===== config.mk =====
export PLATFORM = sky130hd
export DESIGN_NAME = continuous_selftest_monitor
export DESIGN_NICKNAME = d
export VERILOG_FILES = /design/src/st_pkg.sv /design/src/st_lpf.sv /design/src/continuous_selftest_monitor.sv
export SDC_FILE = /design/constraint.sdc
export NUM_CORES = 1
export LEC_CHECK = 0
export BUFFER_PORTS_ARGS = -buffer_cell sky130_fd_sc_hd__buf_4
export CAP_MARGIN = 20
export CORE_MARGIN = 2
export CORE_UTILIZATION = 61
export DETAILED_ROUTE_END_ITERATION = 8
export GPL_TIMING_DRIVEN = 1
export PLACE_DENSITY = 0.81
export RECOVER_POWER = 25
export SYNTH_ARGS = -nofsm -noshare
export SYNTH_HDL_FRONTEND = slang
export SYNTH_SLANG_ARGS = --single-unit

===== constraint.sdc =====
create_clock -name clk_sys -period 6.75 [get_ports clk_sys]
set_input_delay 1.35 -clock clk_sys [delete_from_list [all_inputs] [get_ports clk_sys]]
set_output_delay 1.35 -clock clk_sys [all_outputs]
set_load 0.005 [all_outputs]

===== src/st_pkg.sv =====
// constants, thresholds and status carrier for the continuous self-test monitor
package st_pkg;
  // system clock and internal oscillator f0 (typical)
  localparam int unsigned CLK_HZ = 100_000_000;
  localparam int unsigned F0_HZ = 15_200;
  // system clock cycles per f0 tick, rounded down
  localparam int unsigned F0_DIV = CLK_HZ / F0_HZ;
  // self-test tone is f0/32: each polarity lasts half of that
  localparam int unsigned ST_TONE_DIV = 32;
  localparam logic [3:0] ST_HALF_LAST = 4'(ST_TONE_DIV / 2 - 1);
  // first order filter y += (x - y)/64, one update per 16 f0 ticks
  localparam int unsigned LPF_SHIFT = 6;
  // data widths
  localparam int unsigned SAMPLE_W = 16;
  localparam int unsigned SUM_W = 20;
  localparam int unsigned ACC_W = SAMPLE_W + LPF_SHIFT;
  // register map
  localparam logic [7:0] ADDR_SELFTEST = 8'h04;
  // limits on the filtered value: narrow window sets the fault bit only
  localparam logic signed [15:0] FAULT_LO = 16'sh08BF;
  localparam logic signed [15:0] FAULT_HI = 16'sh0B3F;
  // wide window: outside it the rate data is invalid
  localparam logic signed [15:0] VALID_LO = 16'sh04FF;
  localparam logic signed [15:0] VALID_HI = 16'sh0EFF;
  // filter starts mid-window so reset does not flag a false error
  localparam logic signed [15:0] ST_RESET_VALUE = 16'sh09FF;
  // validity field encodings
  localparam logic [1:0] VALIDITY_OK = 2'h1;
  localparam logic [1:0] VALIDITY_BAD = 2'h0;
  // reset values of the divider and read data
  localparam logic [15:0] DIV_RESET = 16'h0000;
  localparam logic [15:0] RD_RESET = 16'h0000;

  // status travelling beside the rate word
  typedef struct packed {
    logic selftest_fault_bit;
    logic [1:0] sensor_validity_field;
  } sensor_status_t;
endpackage


===== src/st_lpf.sv =====
// first order low-pass filter for the self-test difference amplitude
`timescale 1ns/1ps
module st_lpf
  import st_pkg::*;
#(
  parameter int unsigned SHIFT = LPF_SHIFT
)
(
  input wire logic clk_sys,
  input wire logic rst_b,
  input wire logic ce,
  input wire logic upd,
  input wire logic signed [SAMPLE_W-1:0] x_in,
  output logic signed [SAMPLE_W-1:0] y_out
);
  // accumulator holds y scaled by 2^SHIFT, keeps the fraction bits
  logic signed [ACC_W-1:0] acc_ff;
  logic signed [ACC_W-1:0] nxt_acc;
  localparam logic signed [ACC_W-1:0] ACC_RESET = ACC_W'(ST_RESET_VALUE) <<< SHIFT;

  // y[n] = (x + 63 y[n-1]) / 64, one step per update strobe
  always_comb
  begin
    nxt_acc = acc_ff;
    if (upd)
    begin
      nxt_acc = acc_ff + ACC_W'(x_in) - (acc_ff >>> SHIFT);
    end
  end

  // register, frozen while ce is low
  always_ff @(posedge clk_sys)
  begin
    if (!rst_b)
      acc_ff <= ACC_RESET;
    else if (ce)
      acc_ff <= nxt_acc;
  end

  assign y_out = acc_ff[ACC_W-1:SHIFT];
endmodule


===== src/continuous_selftest_monitor.sv =====
// continuous self-test sequencer, filter, limit compare and rate output
`timescale 1ns/1ps
module continuous_selftest_monitor
  import st_pkg::*;
#(
  parameter int unsigned F0_CYCLES = F0_DIV
)
(
  input wire logic clk_sys,
  input wire logic rst_b,
  input wire logic ce,
  input wire logic signed [SAMPLE_W-1:0] sense_sample,
  input wire logic rd_req,
  input wire logic [7:0] rd_addr,
  output logic st_drive_pos,
  output logic signed [SAMPLE_W-1:0] rate_output_word,
  output sensor_status_t sensor_status,
  output logic rd_valid,
  output logic [15:0] rd_data
);
  // f0 tick divider
  logic [15:0] div_ff;
  logic [15:0] nxt_div;
  logic tick_ff;
  logic nxt_tick;
  localparam logic [15:0] DIV_LAST = 16'(F0_CYCLES - 1);

  // the free running divider stands in for the internal oscillator
  always_comb
  begin
    nxt_div = div_ff + 16'h0001;
    nxt_tick = 1'b0;
    if (div_ff == DIV_LAST)
    begin
      nxt_div = DIV_RESET;
      nxt_tick = 1'b1;
    end
  end

  always_ff @(posedge clk_sys)
  begin
    if (!rst_b)
    begin
      div_ff <= DIV_RESET;
      tick_ff <= 1'b0;
    end
    else if (ce)
    begin
      div_ff <= nxt_div;
      tick_ff <= nxt_tick;
    end
  end

  // sequencer: polarity, half counter, per-half sums
  logic [3:0] half_ff;
  logic [3:0] nxt_half;
  logic pol_ff; // high while the positive deflection is applied
  logic nxt_pol;
  logic signed [SUM_W-1:0] acc_ff;
  logic signed [SUM_W-1:0] nxt_acc;
  logic signed [SUM_W-1:0] sum_p_ff;
  logic signed [SUM_W-1:0] nxt_sum_p;
  logic signed [SUM_W-1:0] sum_n_ff;
  logic signed [SUM_W-1:0] nxt_sum_n;
  logic upd_ff; // one cycle after each completed half
  logic nxt_upd;
  logic half_end;
  logic signed [SUM_W-1:0] acc_plus;

  assign half_end = tick_ff && (half_ff == ST_HALF_LAST);
  assign acc_plus = acc_ff + SUM_W'(sense_sample);

  // runs with no command at f0/32, well above the rate bandwidth
  always_comb
  begin
    nxt_half = half_ff;
    nxt_pol = pol_ff;
    nxt_acc = acc_ff;
    nxt_sum_p = sum_p_ff;
    nxt_sum_n = sum_n_ff;
    nxt_upd = 1'b0;
    if (half_end)
    begin
      // close the half: bank its sum and swap polarity
      nxt_half = 4'h0;
      nxt_pol = !pol_ff;
      nxt_acc = '0;
      nxt_upd = 1'b1;
      if (pol_ff)
        nxt_sum_p = acc_plus;
      else
        nxt_sum_n = acc_plus;
    end
    else if (tick_ff)
    begin
      // sample belongs to the deflection now applied
      nxt_half = half_ff + 4'h1;
      nxt_acc = acc_plus;
    end
  end

  always_ff @(posedge clk_sys)
  begin
    if (!rst_b)
    begin
      half_ff <= 4'h0;
      pol_ff <= 1'b1;
      acc_ff <= '0;
      sum_p_ff <= '0;
      sum_n_ff <= '0;
      upd_ff <= 1'b0;
    end
    else if (ce)
    begin
      half_ff <= nxt_half;
      pol_ff <= nxt_pol;
      acc_ff <= nxt_acc;
      sum_p_ff <= nxt_sum_p;
      sum_n_ff <= nxt_sum_n;
      upd_ff <= nxt_upd;
    end
  end

  // rate and difference from the last positive and negative halves
  logic signed [SUM_W:0] total_w;
  logic signed [SUM_W:0] diff_w;
  logic signed [SAMPLE_W-1:0] diff_amp;
  logic signed [SAMPLE_W-1:0] filt;
  assign total_w = (SUM_W+1)'(sum_p_ff) + (SUM_W+1)'(sum_n_ff);
  assign diff_w = (SUM_W+1)'(sum_p_ff) - (SUM_W+1)'(sum_n_ff);
  // per-sample difference; wraps only for a far out-of-range sense channel
  assign diff_amp = diff_w[SUM_W-1:4];

  st_lpf #(.SHIFT(LPF_SHIFT)) u_lpf (
    .clk_sys(clk_sys),
    .rst_b(rst_b),
    .ce(ce),
    .upd(upd_ff),
    .x_in(diff_amp),
    .y_out(filt)
  );

  // output, status and read registers
  logic signed [SAMPLE_W-1:0] rate_ff;
  logic signed [SAMPLE_W-1:0] nxt_rate;
  sensor_status_t status_ff;
  sensor_status_t nxt_status;
  logic rd_valid_ff;
  logic nxt_rd_valid;
  logic [15:0] rd_data_ff;
  logic [15:0] nxt_rd_data;
  logic narrow_bad;
  logic wide_bad;

  // limit compares on the filtered value
  assign narrow_bad = (filt < FAULT_LO) || (filt > FAULT_HI);
  assign wide_bad = (filt < VALID_LO) || (filt > VALID_HI);

  always_comb
  begin
    nxt_rate = rate_ff;
    // averaging a full pos/neg pair removes the test deflection
    if (upd_ff)
      nxt_rate = total_w[SUM_W:5]; // signed, clockwise positive
    nxt_status.selftest_fault_bit = narrow_bad || wide_bad;
    nxt_status.sensor_validity_field = wide_bad ? VALIDITY_BAD : VALIDITY_OK;
    nxt_rd_valid = rd_req;
    nxt_rd_data = RD_RESET;
    // unmapped addresses answer zero
    if (rd_req && (rd_addr == ADDR_SELFTEST))
      nxt_rd_data = filt;
  end

  always_ff @(posedge clk_sys)
  begin
    if (!rst_b)
    begin
      rate_ff <= '0;
      status_ff <= '{selftest_fault_bit: 1'b0, sensor_validity_field: VALIDITY_OK};
      rd_valid_ff <= 1'b0;
      rd_data_ff <= RD_RESET;
    end
    else if (ce)
    begin
      rate_ff <= nxt_rate;
      status_ff <= nxt_status;
      rd_valid_ff <= nxt_rd_valid;
      rd_data_ff <= nxt_rd_data;
    end
  end

  assign st_drive_pos = pol_ff;
  assign rate_output_word = rate_ff;
  assign sensor_status = status_ff;
  assign rd_valid = rd_valid_ff;
  assign rd_data = rd_data_ff;

  // checks
  property p_pol_swap;
    @(posedge clk_sys) disable iff (!rst_b)
    (ce && half_end) |=> (st_drive_pos != $past(st_drive_pos)) ##1 (!$past(ce) || !upd_ff);
  endproperty
  a_pol_swap: assert property (p_pol_swap) else $error("polarity did not swap at half end");

  property p_pol_hold;
    @(posedge clk_sys) disable iff (!rst_b)
    $changed(st_drive_pos) |-> $past(half_end) && upd_ff;
  endproperty
  a_pol_hold: assert property (p_pol_hold) else $error("polarity changed mid half");

  property p_rate_avg;
    @(posedge clk_sys) disable iff (!rst_b)
    (ce && upd_ff) |=> rate_output_word == $past(total_w[SUM_W:5]);
  endproperty
  a_rate_avg: assert property (p_rate_avg) else $error("rate word not pair average");

  property p_rate_sign;
    @(posedge clk_sys) disable iff (!rst_b)
    (ce && upd_ff && total_w > 0) |=> !rate_output_word[SAMPLE_W-1];
  endproperty
  a_rate_sign: assert property (p_rate_sign) else $error("positive rotation gave negative word");

  property p_rate_neg;
    @(posedge clk_sys) disable iff (!rst_b)
    (ce && upd_ff && total_w < -32) |=> rate_output_word[SAMPLE_W-1];
  endproperty
  a_rate_neg: assert property (p_rate_neg) else $error("negative rotation gave positive word");

  property p_filt_step;
    @(posedge clk_sys) disable iff (!rst_b)
    $changed(filt) |-> $past(upd_ff) && $past(ce);
  endproperty
  a_filt_step: assert property (p_filt_step) else $error("filter moved without update");

  property p_wide;
    @(posedge clk_sys) disable iff (!rst_b)
    ce |=> sensor_status.sensor_validity_field == ($past(wide_bad) ? VALIDITY_BAD : VALIDITY_OK);
  endproperty
  a_wide: assert property (p_wide) else $error("validity field disagrees with wide window");

  property p_narrow;
    @(posedge clk_sys) disable iff (!rst_b)
    (ce && narrow_bad && !wide_bad) |=> sensor_status.selftest_fault_bit &&
      sensor_status.sensor_validity_field == VALIDITY_OK;
  endproperty
  a_narrow: assert property (p_narrow) else $error("mild error not flagged as fault only");

  property p_severe;
    @(posedge clk_sys) disable iff (!rst_b)
    sensor_status.sensor_validity_field == VALIDITY_BAD |-> sensor_status.selftest_fault_bit;
  endproperty
  a_severe: assert property (p_severe) else $error("invalid data without fault bit");

  property p_read;
    @(posedge clk_sys) disable iff (!rst_b)
    (ce && rd_req && rd_addr == ADDR_SELFTEST) |=> rd_valid && rd_data == $past(filt);
  endproperty
  a_read: assert property (p_read) else $error("self-test read returned wrong value");

  c_half: cover property (@(posedge clk_sys) disable iff (!rst_b) half_end ##1 upd_ff);
  c_fault: cover property (@(posedge clk_sys) disable iff (!rst_b) sensor_status.selftest_fault_bit);
  c_invalid: cover property (@(posedge clk_sys) disable iff (!rst_b)
    sensor_status.sensor_validity_field == VALIDITY_BAD);
  // the host turns the address over once the request is taken, so look at it on the request cycle
  c_read: cover property (@(posedge clk_sys) disable iff (!rst_b) (rd_req && rd_addr == ADDR_SELFTEST) ##1 rd_valid);
endmodule


==> flow_summary.yaml, run 1 <==
status:
  status: "complete, but fails checks"
  violations: "capacitance limit, slew limit"
global_route:
  grt.total_usage_pct: 27.0
  antenna_found_initial: 0
  grt_max_degree: 67
  grt-ovfl-total: 0
  grt_pass1_vias: 7343
  grt_pass1_wl_um: 35300
timing:
  worstMarginPinSlew_ps: 1500
  clock.fmax_ghz: 0.202
  skew_ps: 9.90
  final.period_utilization_pct: 73.3
  hold_viol_final: 0
  tns_ps: 0
  slew_headroom_pct: -0.0435
  fin_crit_ps: 4950
  slew_viol_final: 25
  setup_slack_ps: 1800
  setup_viol: 0
  rsz0062_at_grt: "no"
clock_tree:
  numCtsBuffers: 17
  cts_sinks: 140
  cts_tree: "built"
  cts_buffer_depth: 2
  cts_setup_buffers: 0
  ctsHoldBuffers: 0
  cts_max_level: 4
  clk_latency_ps: 430
  clkTransAtPathRegs_ps: 60
  cts-resized-gates: 0
  cts-root-buf: "clkbuf_16"
logic_synthesis:
  synth_cell_type_count: 73
  synth_top_cell_by_area: "dfxtp_1"
  async_flop_share_pct: 0
  ys.flop_type: "dfxtp_1"
  synth-seq-cells: 140
  synth_area_sq_mm: 0.00906
  synth_warnings: 0
  synthTopCellsByCount: "dfxtp_1, nor2_1, nand2_1"
  yosysMostFrequentCell: "dfxtp_1"
  synth_enable_flop_cells: 0
  synthCells: 1101
  avgSynthCellArea_sq_um: 8.23
  seq_area_frac_synth_pct: 30.9
  synth.top_cell.area_share_pct: 30.9
  syn-num-nets: 1233
  synth_area_leaders: "dfxtp_1, ha_1, a21oi_1"
critical_path:
  cp_slowest_stage_delay_ps: 430
  crit_arrival_ps: 5300
  cp_data_required_time_ps: 7100
  cp_top_family: "compound AO/OA/AOI/OAI gates"
  setup.worst_path.start: "sum_n_ff[4]"
  path_class: "reg2reg"
  setup.worst_path.end_class: "flip-flop"
  cp-start-kind: "flip-flop"
  cp_max_fo: 7
  slowest_stage: "fa_1"
  cp_cell_sequence: "inv_1 > ha_1 > a21oi_1 > nor2b_1 > o21ai_0 > o211ai_1 > o21ai_0 > a31oi_1 > a311oi_1 > buf_4 > fa_1 > ha_1 > and3_1 > a41oi_1 > and2b_2 > nor4_2 > xnor2_1 > or3_1 > a21boi_1"
  r2r_start: "sum_n_ff[4]"
  path_buf_inv: 2
placed_design:
  gp_congestion: 0.970
  dp_slack_ps: 1850
  dp_cells: 1307
  place_hpwl_um: 15200
  port_buffers: 63
detailed_routing:
  vias_per_cell: 5.84
  drt_iter0_markers: 600
  firstDrtPassIters: 7
  wl_per_cell_um: 15.9
  num_vias: 7813
  antenna_left: 0
  route.detailed.drc: 0
  drt-total-wl_um: 21200
floorplan:
  num_io_pins: 65
  num_rows: 44
  start_util_pct: 62.3
  die_h_um: 126
  die_w_um: 126
  die_area_sq_mm: 0.0158
  core_area_sq_mm: 0.0145
finish:
  areaGrowthSynthToFinish_pct: 12.4
  diodes: 0
  instances_no_fill: 1338
  nNetsFinal: 1274
  drive_gt1_share_pct: 9.79
power:
  max-vdd-ir-drop_mv: 0.170
  p_leak_nw: 4.28
  power_density_mw_per_mm2: 179
hold_path:
  hp-class: "reg2reg"
  hold_path.startpoint: "rate_output_word[6]"
run:
  cap_violations: 1
==> layer usage <==
layer / GRT usage (%) / wire length (um)
met1: 36.5 / 9820
met3: 4.76 / 949
met2: 44.5 / 9970
met4: 8.34 / 500
met5: 0 / 0
==> cells by family after synthesis <==
| family | after synthesis | share of synthesized area (%) |
|---|---|---|
| AND/OR/NAND/NOR | 370 | 19.3 |
| buffers and inverters | 112 | 4.82 |
| flip-flops | 140 | 30.9 |
| multiplexers | 1 | 0.110 |
| AO/OA/AOI/OAI | 300 | 21.6 |
| XOR/XNOR | 73 | 7.06 |
| other | 1 | 0.0414 |
| adder cells (fa/ha/maj) | 104 | 16.2 |
==> registers in the layout, summed over array words and instances, names as in the netlist, 2 cells and up <==
register	flops
acc_ff	20
div_ff	16
half_ff	4
rate_output_word	16
rd_data	16
sensor_status	2
sum_n_ff	20
sum_p_ff	20
u_lpf.acc_ff	22
==> metrics by stage <==
stage | hold slack [ps] | utilization (%) | power [W] | cell area (sq um)
floorplan | 429 | - | 0.000892 | 9060
global placement | 441 | 66.2 | 0.000917 | 9620
detailed placement | 450 | 66.2 | 0.000917 | 9620
CTS | 459 | 70.2 | 0.00183 | 10200
global route | 472 | 70.0 | 0.00188 | 10200
finish | 457 | 70.0 | 0.00183 | 10200
==> placed cells by master (no fill, tap or decap), types with 17 or more instances in the layout <==
cell       synthesis  routed
dfxtp_1          140     140
nor2_1           115     115
nand2_1          109     109
a21oi_1          101     101
ha_1              82      82
inv_1             64      63
o21ai_0           59      59
xnor2_1           52      52
buf_4              3      36
nand3_1           31      31
nor2b_1           30      30
clkbuf_4           0      29
fa_1              22      22
xor2_1            21      21
a211oi_1          17      17
clkbuf_16          0      17
==> worst reg2reg max path, delay by kind of cell, from the launching register on <==
family | cells | cell delay (ps)
AOI/OAI and AO/OA | 8 | 1810
xor gates and xnor gates | 1 | 120
adders and majority gates | 3 | 1170
buffers and inverters | 2 | 260
DFF | 1 | 360
and+or+nand+nor | 5 | 1160
==> power by group <==
group	switching, W	total (W)	internal (W)
sequential	0.00000266	0.000831	0.000829
clock	0.000371	0.000927	0.000555
combinational	0.0000419	0.0000685	0.0000266
==> path summary, 6_finish.rpt <==
check,endpoint,slack (ps),cells after the start
worst max-delay path,u_lpf.acc_ff[21],1800,19
worst min-delay path,rate_output_word[6],460,2
worst max register to register,u_lpf.acc_ff[21],1800,19
worst min register to register,rate_output_word[6],460,2
==> area by class of cell <==
class	instances	area, sq um
clock inverters	12	138
multi-input cells	849	5820
well taps	184	230
inverters	64	240
flip-flops and latches	140	2800
clock buffers	19	443
repair buffers	70	507
fillers	1187	4350
Note: power is estimated with default switching activity, not from simulation.
==> inputs of run 2 (changes only) <==
--- a/config.mk
+++ b/config.mk
@@ -5,13 +5,14 @@
 export SDC_FILE = /design/constraint.sdc
 export NUM_CORES = 1
 export LEC_CHECK = 0
+export ABC_AREA = 1
 export BUFFER_PORTS_ARGS = -buffer_cell sky130_fd_sc_hd__buf_4
 export CAP_MARGIN = 20
 export CORE_MARGIN = 2
-export CORE_UTILIZATION = 61
+export CORE_UTILIZATION = 63
 export DETAILED_ROUTE_END_ITERATION = 8
 export GPL_TIMING_DRIVEN = 1
-export PLACE_DENSITY = 0.81
+export PLACE_DENSITY = 0.82
 export RECOVER_POWER = 25
 export SYNTH_ARGS = -nofsm -noshare
 export SYNTH_HDL_FRONTEND = slang
==> constraint.sdc (replaced) <==
create_clock -name clk_sys -period 4.62 [get_ports clk_sys]
set_input_delay 0.924 -clock clk_sys [delete_from_list [all_inputs] [get_ports clk_sys]]
set_output_delay 0.924 -clock clk_sys [all_outputs]
set_load 0.005 [all_outputs]
==> run 2 against run 1 <==
Compared with the run above: the run still ends with capacitance limit, slew limit left; non-clock buffer count is 3 lower; sequential share of layout area is 3.9 points lower; wire length is 37% higher; critical path type unchanged; critical endpoint is now u_lpf.acc_ff[18]; largest cell class unchanged; highest routed layer is now met5.
==> flow_summary.yaml, run 2 <==
status:
  status: "complete, but fails checks"
  violations: "capacitance limit, slew limit"
timing:
  rsz0062_at_grt: "no"
  worstMarginPinSlew_ps: 1620
  fin_crit_ps: 4080
  slew_headroom_pct: -8.28
  clock.fmax_ghz: 0.245
  tns_ps: 0
  hold_viol_final: 0
  slew_viol_final: 45
  setup_viol: 0
  setup_slack_ps: 542
  skew_ps: 11.9
  final.period_utilization_pct: 88.3
logic_synthesis:
  synth_mux_area_share_pct: 0
  synth_top_cell_by_area: "dfxtp_1"
  synth_xor_area_share_pct: 3.02
  synth_area_sq_mm: 0.0107
  synth-seq-cells: 140
  ys.flop_type: "dfxtp_1"
  synth-simple-area-share_pct: 31.5
  synthCells: 1675
  synth_top_family_by_area: "simple AND/OR/NAND/NOR gates"
  synth.top_cell.area_share_pct: 26.1
  synthTopCellsByCount: "nand2_1, inv_1, nor2_1"
  synth-adder-area-share_pct: 13.7
  synth_compound_area_share_pct: 14.2
  avgSynthCellArea_sq_um: 6.40
  syn-num-nets: 1807
  synth_enable_flop_cells: 0
  synth_area_leaders: "dfxtp_1, nand2_1, ha_1"
  async_flop_share_pct: 0
  seq_area_frac_synth_pct: 26.1
  synth_cell_type_count: 48
  yosysMostFrequentCell: "nand2_1"
  synth_warnings: 0
clock_tree:
  cts-resized-gates: 0
  clk_latency_ps: 430
  numCtsBuffers: 17
  clkTransAtPathRegs_ps: 70
  cts_setup_buffers: 0
  cts_sinks: 140
  ctsHoldBuffers: 0
  cts-root-buf: "clkbuf_16"
  cts_max_level: 4
  cts_tree: "built"
  cts_buffer_depth: 2
critical_path:
  slowest_stage: "fa_1"
  cp-start-kind: "flip-flop"
  cp-endpoint: "u_lpf.acc_ff[18]"
  r2r_start: "sum_n_ff[8]"
  cp_cell_sequence: "inv_1 > ha_1 > a21oi_1 > o21ai_0 > o21ai_0 > nand3_1 > nand2_1 > nand2_1 > inv_1 > fa_1 > ha_1 > nand2_1 > nor2_1 > inv_1 > nor2_1 > nand4_1 > nand4_1 > nand3_1 > nand2_1 > inv_1"
  cp_slowest_stage_delay_ps: 480
  r2r_setup_slack_ps: 540
  cp_data_required_time_ps: 4960
  crit_arrival_ps: 4420
  r2r-end: "u_lpf.acc_ff[18]"
  cp_max_fo: 8
  setup.worst_path.start: "sum_n_ff[8]"
  setup.worst_path.end_class: "flip-flop"
  r2r.worst_path.cells: 20
  path_class: "reg2reg"
run:
  cap_violations: 1
global_route:
  grt_pass1_wl_um: 47800
  grt_pass1_vias: 9911
  antenna_found_initial: 1
  grt.total_usage_pct: 32.8
  grt-ovfl-total: 0
  grt_max_degree: 45
finish:
  areaGrowthSynthToFinish_pct: 10.5
  largest_reg_flops: 22
  multi_input_area_sq_mm: 0.00669
  nNetsFinal: 1848
  final_common_cell: "nand2_1"
  layout_common_cells: "nand2_1, inv_1, nor2_1, a21oi_1, dfxtp_1"
  seq_area_sq_mm: 0.00280
  diodes: 0
  fillCellCount: 1463
  top_register: "u_lpf.acc_ff"
  drive_gt1_share_pct: 7.40
placed_design:
  port_buffers: 63
  gp_congestion: 0.999
  place_hpwl_um: 22500
  dp_slack_ps: 641
detailed_routing:
  firstDrtPassIters: 6
  antenna_left: 0
  num_vias: 10800
  wl_per_cell_um: 15.0
  drt_iter0_markers: 881
  route.detailed.drc: 0
  drt-total-wl_um: 29100
  vias_per_cell: 5.54
floorplan:
  num_io_pins: 65
  num_rows: 47
  die_h_um: 134
  die_area_sq_mm: 0.0181
  die_w_um: 134
  core_area_sq_mm: 0.0166
  start_util_pct: 64.7
power:
  p_leak_nw: 6.08
  power_density_mw_per_mm2: 234
  max-vdd-ir-drop_mv: 0.253
hold_path:
  hp-class: "reg2reg"
  hold_path.startpoint: "u_lpf.acc_ff[0]"
## run 2: stage by stage
| stage | hold slack (ps) | std cells | utilization [%] | area, sq um | power, W |
|---|---|---|---|---|---|
| floorplan | 432 | 1675 | - | 10700 | 0.00132 |
| global placement | 445 | 1917 | 68.0 | 11300 | 0.00137 |
| detailed placement | 456 | 1917 | 68.0 | 11300 | 0.00137 |
| CTS | 467 | 1949 | 71.6 | 11900 | 0.00277 |
| global route | 496 | 1949 | 71.4 | 11800 | 0.00284 |
| finish | 469 | 1949 | 71.4 | 11800 | 0.00277 |
## run 2: power breakdown
group          switching [W]  total, W  internal, W  leakage (nW)
sequential        0.00000532   0.00122      0.00122          1.13
clock               0.000625   0.00142     0.000796         0.288
combinational      0.0000798  0.000126    0.0000458          4.66
total               0.000710   0.00277      0.00206          6.08
## run 2: cells by family (layout without fill, tap and decap cells)
kind of cell | after synthesis | count (layout)
xor+xnor | 37 | 37
buf+inv | 312 | 366
simple gates | 798 | 798
compound gates | 283 | 283
other cells | 1 | 1
flops | 140 | 140
fa+ha+maj | 104 | 104
## run 2: worst min path at each step
stage | endpoint | slack [ps] | cells past startpoint
CTS | u_lpf.acc_ff[0] | 470 | 2
global placement | sum_n_ff[19] | 450 | 2
global route | acc_ff[18] | 500 | 2
floorplan | sum_n_ff[19] | 430 | 2
finish | u_lpf.acc_ff[0] | 470 | 2
detailed placement | sum_n_ff[19] | 460 | 2
## run 2: critical path: cells and delay by family, from the launching register on
| kind | cells | cell delay, ps |
|---|---|---|
| flops | 1 | 330 |
| fa+ha+maj | 3 | 1310 |
| compound gates | 3 | 780 |
| simple gates | 10 | 1150 |
| buf+inv | 4 | 430 |
## run 2: layout make-up
class,count,area share [%]
Clock buffer,19,3.82
Clock inverter,13,1.26
Inverter,267,8.46
Multi-Input combinational cell,1223,56.5
Sequential cell,140,23.7
Tap cell,220,2.32
Timing Repair Buffer,67,3.99
## run 2: per-layer routing
metal | track usage, % | routed length, um
met3 | 5.44 | 2080
met2 | 54.3 | 13300
met1 | 44.3 | 13000
met5 | 0 | 13
met4 | 9.82 | 803
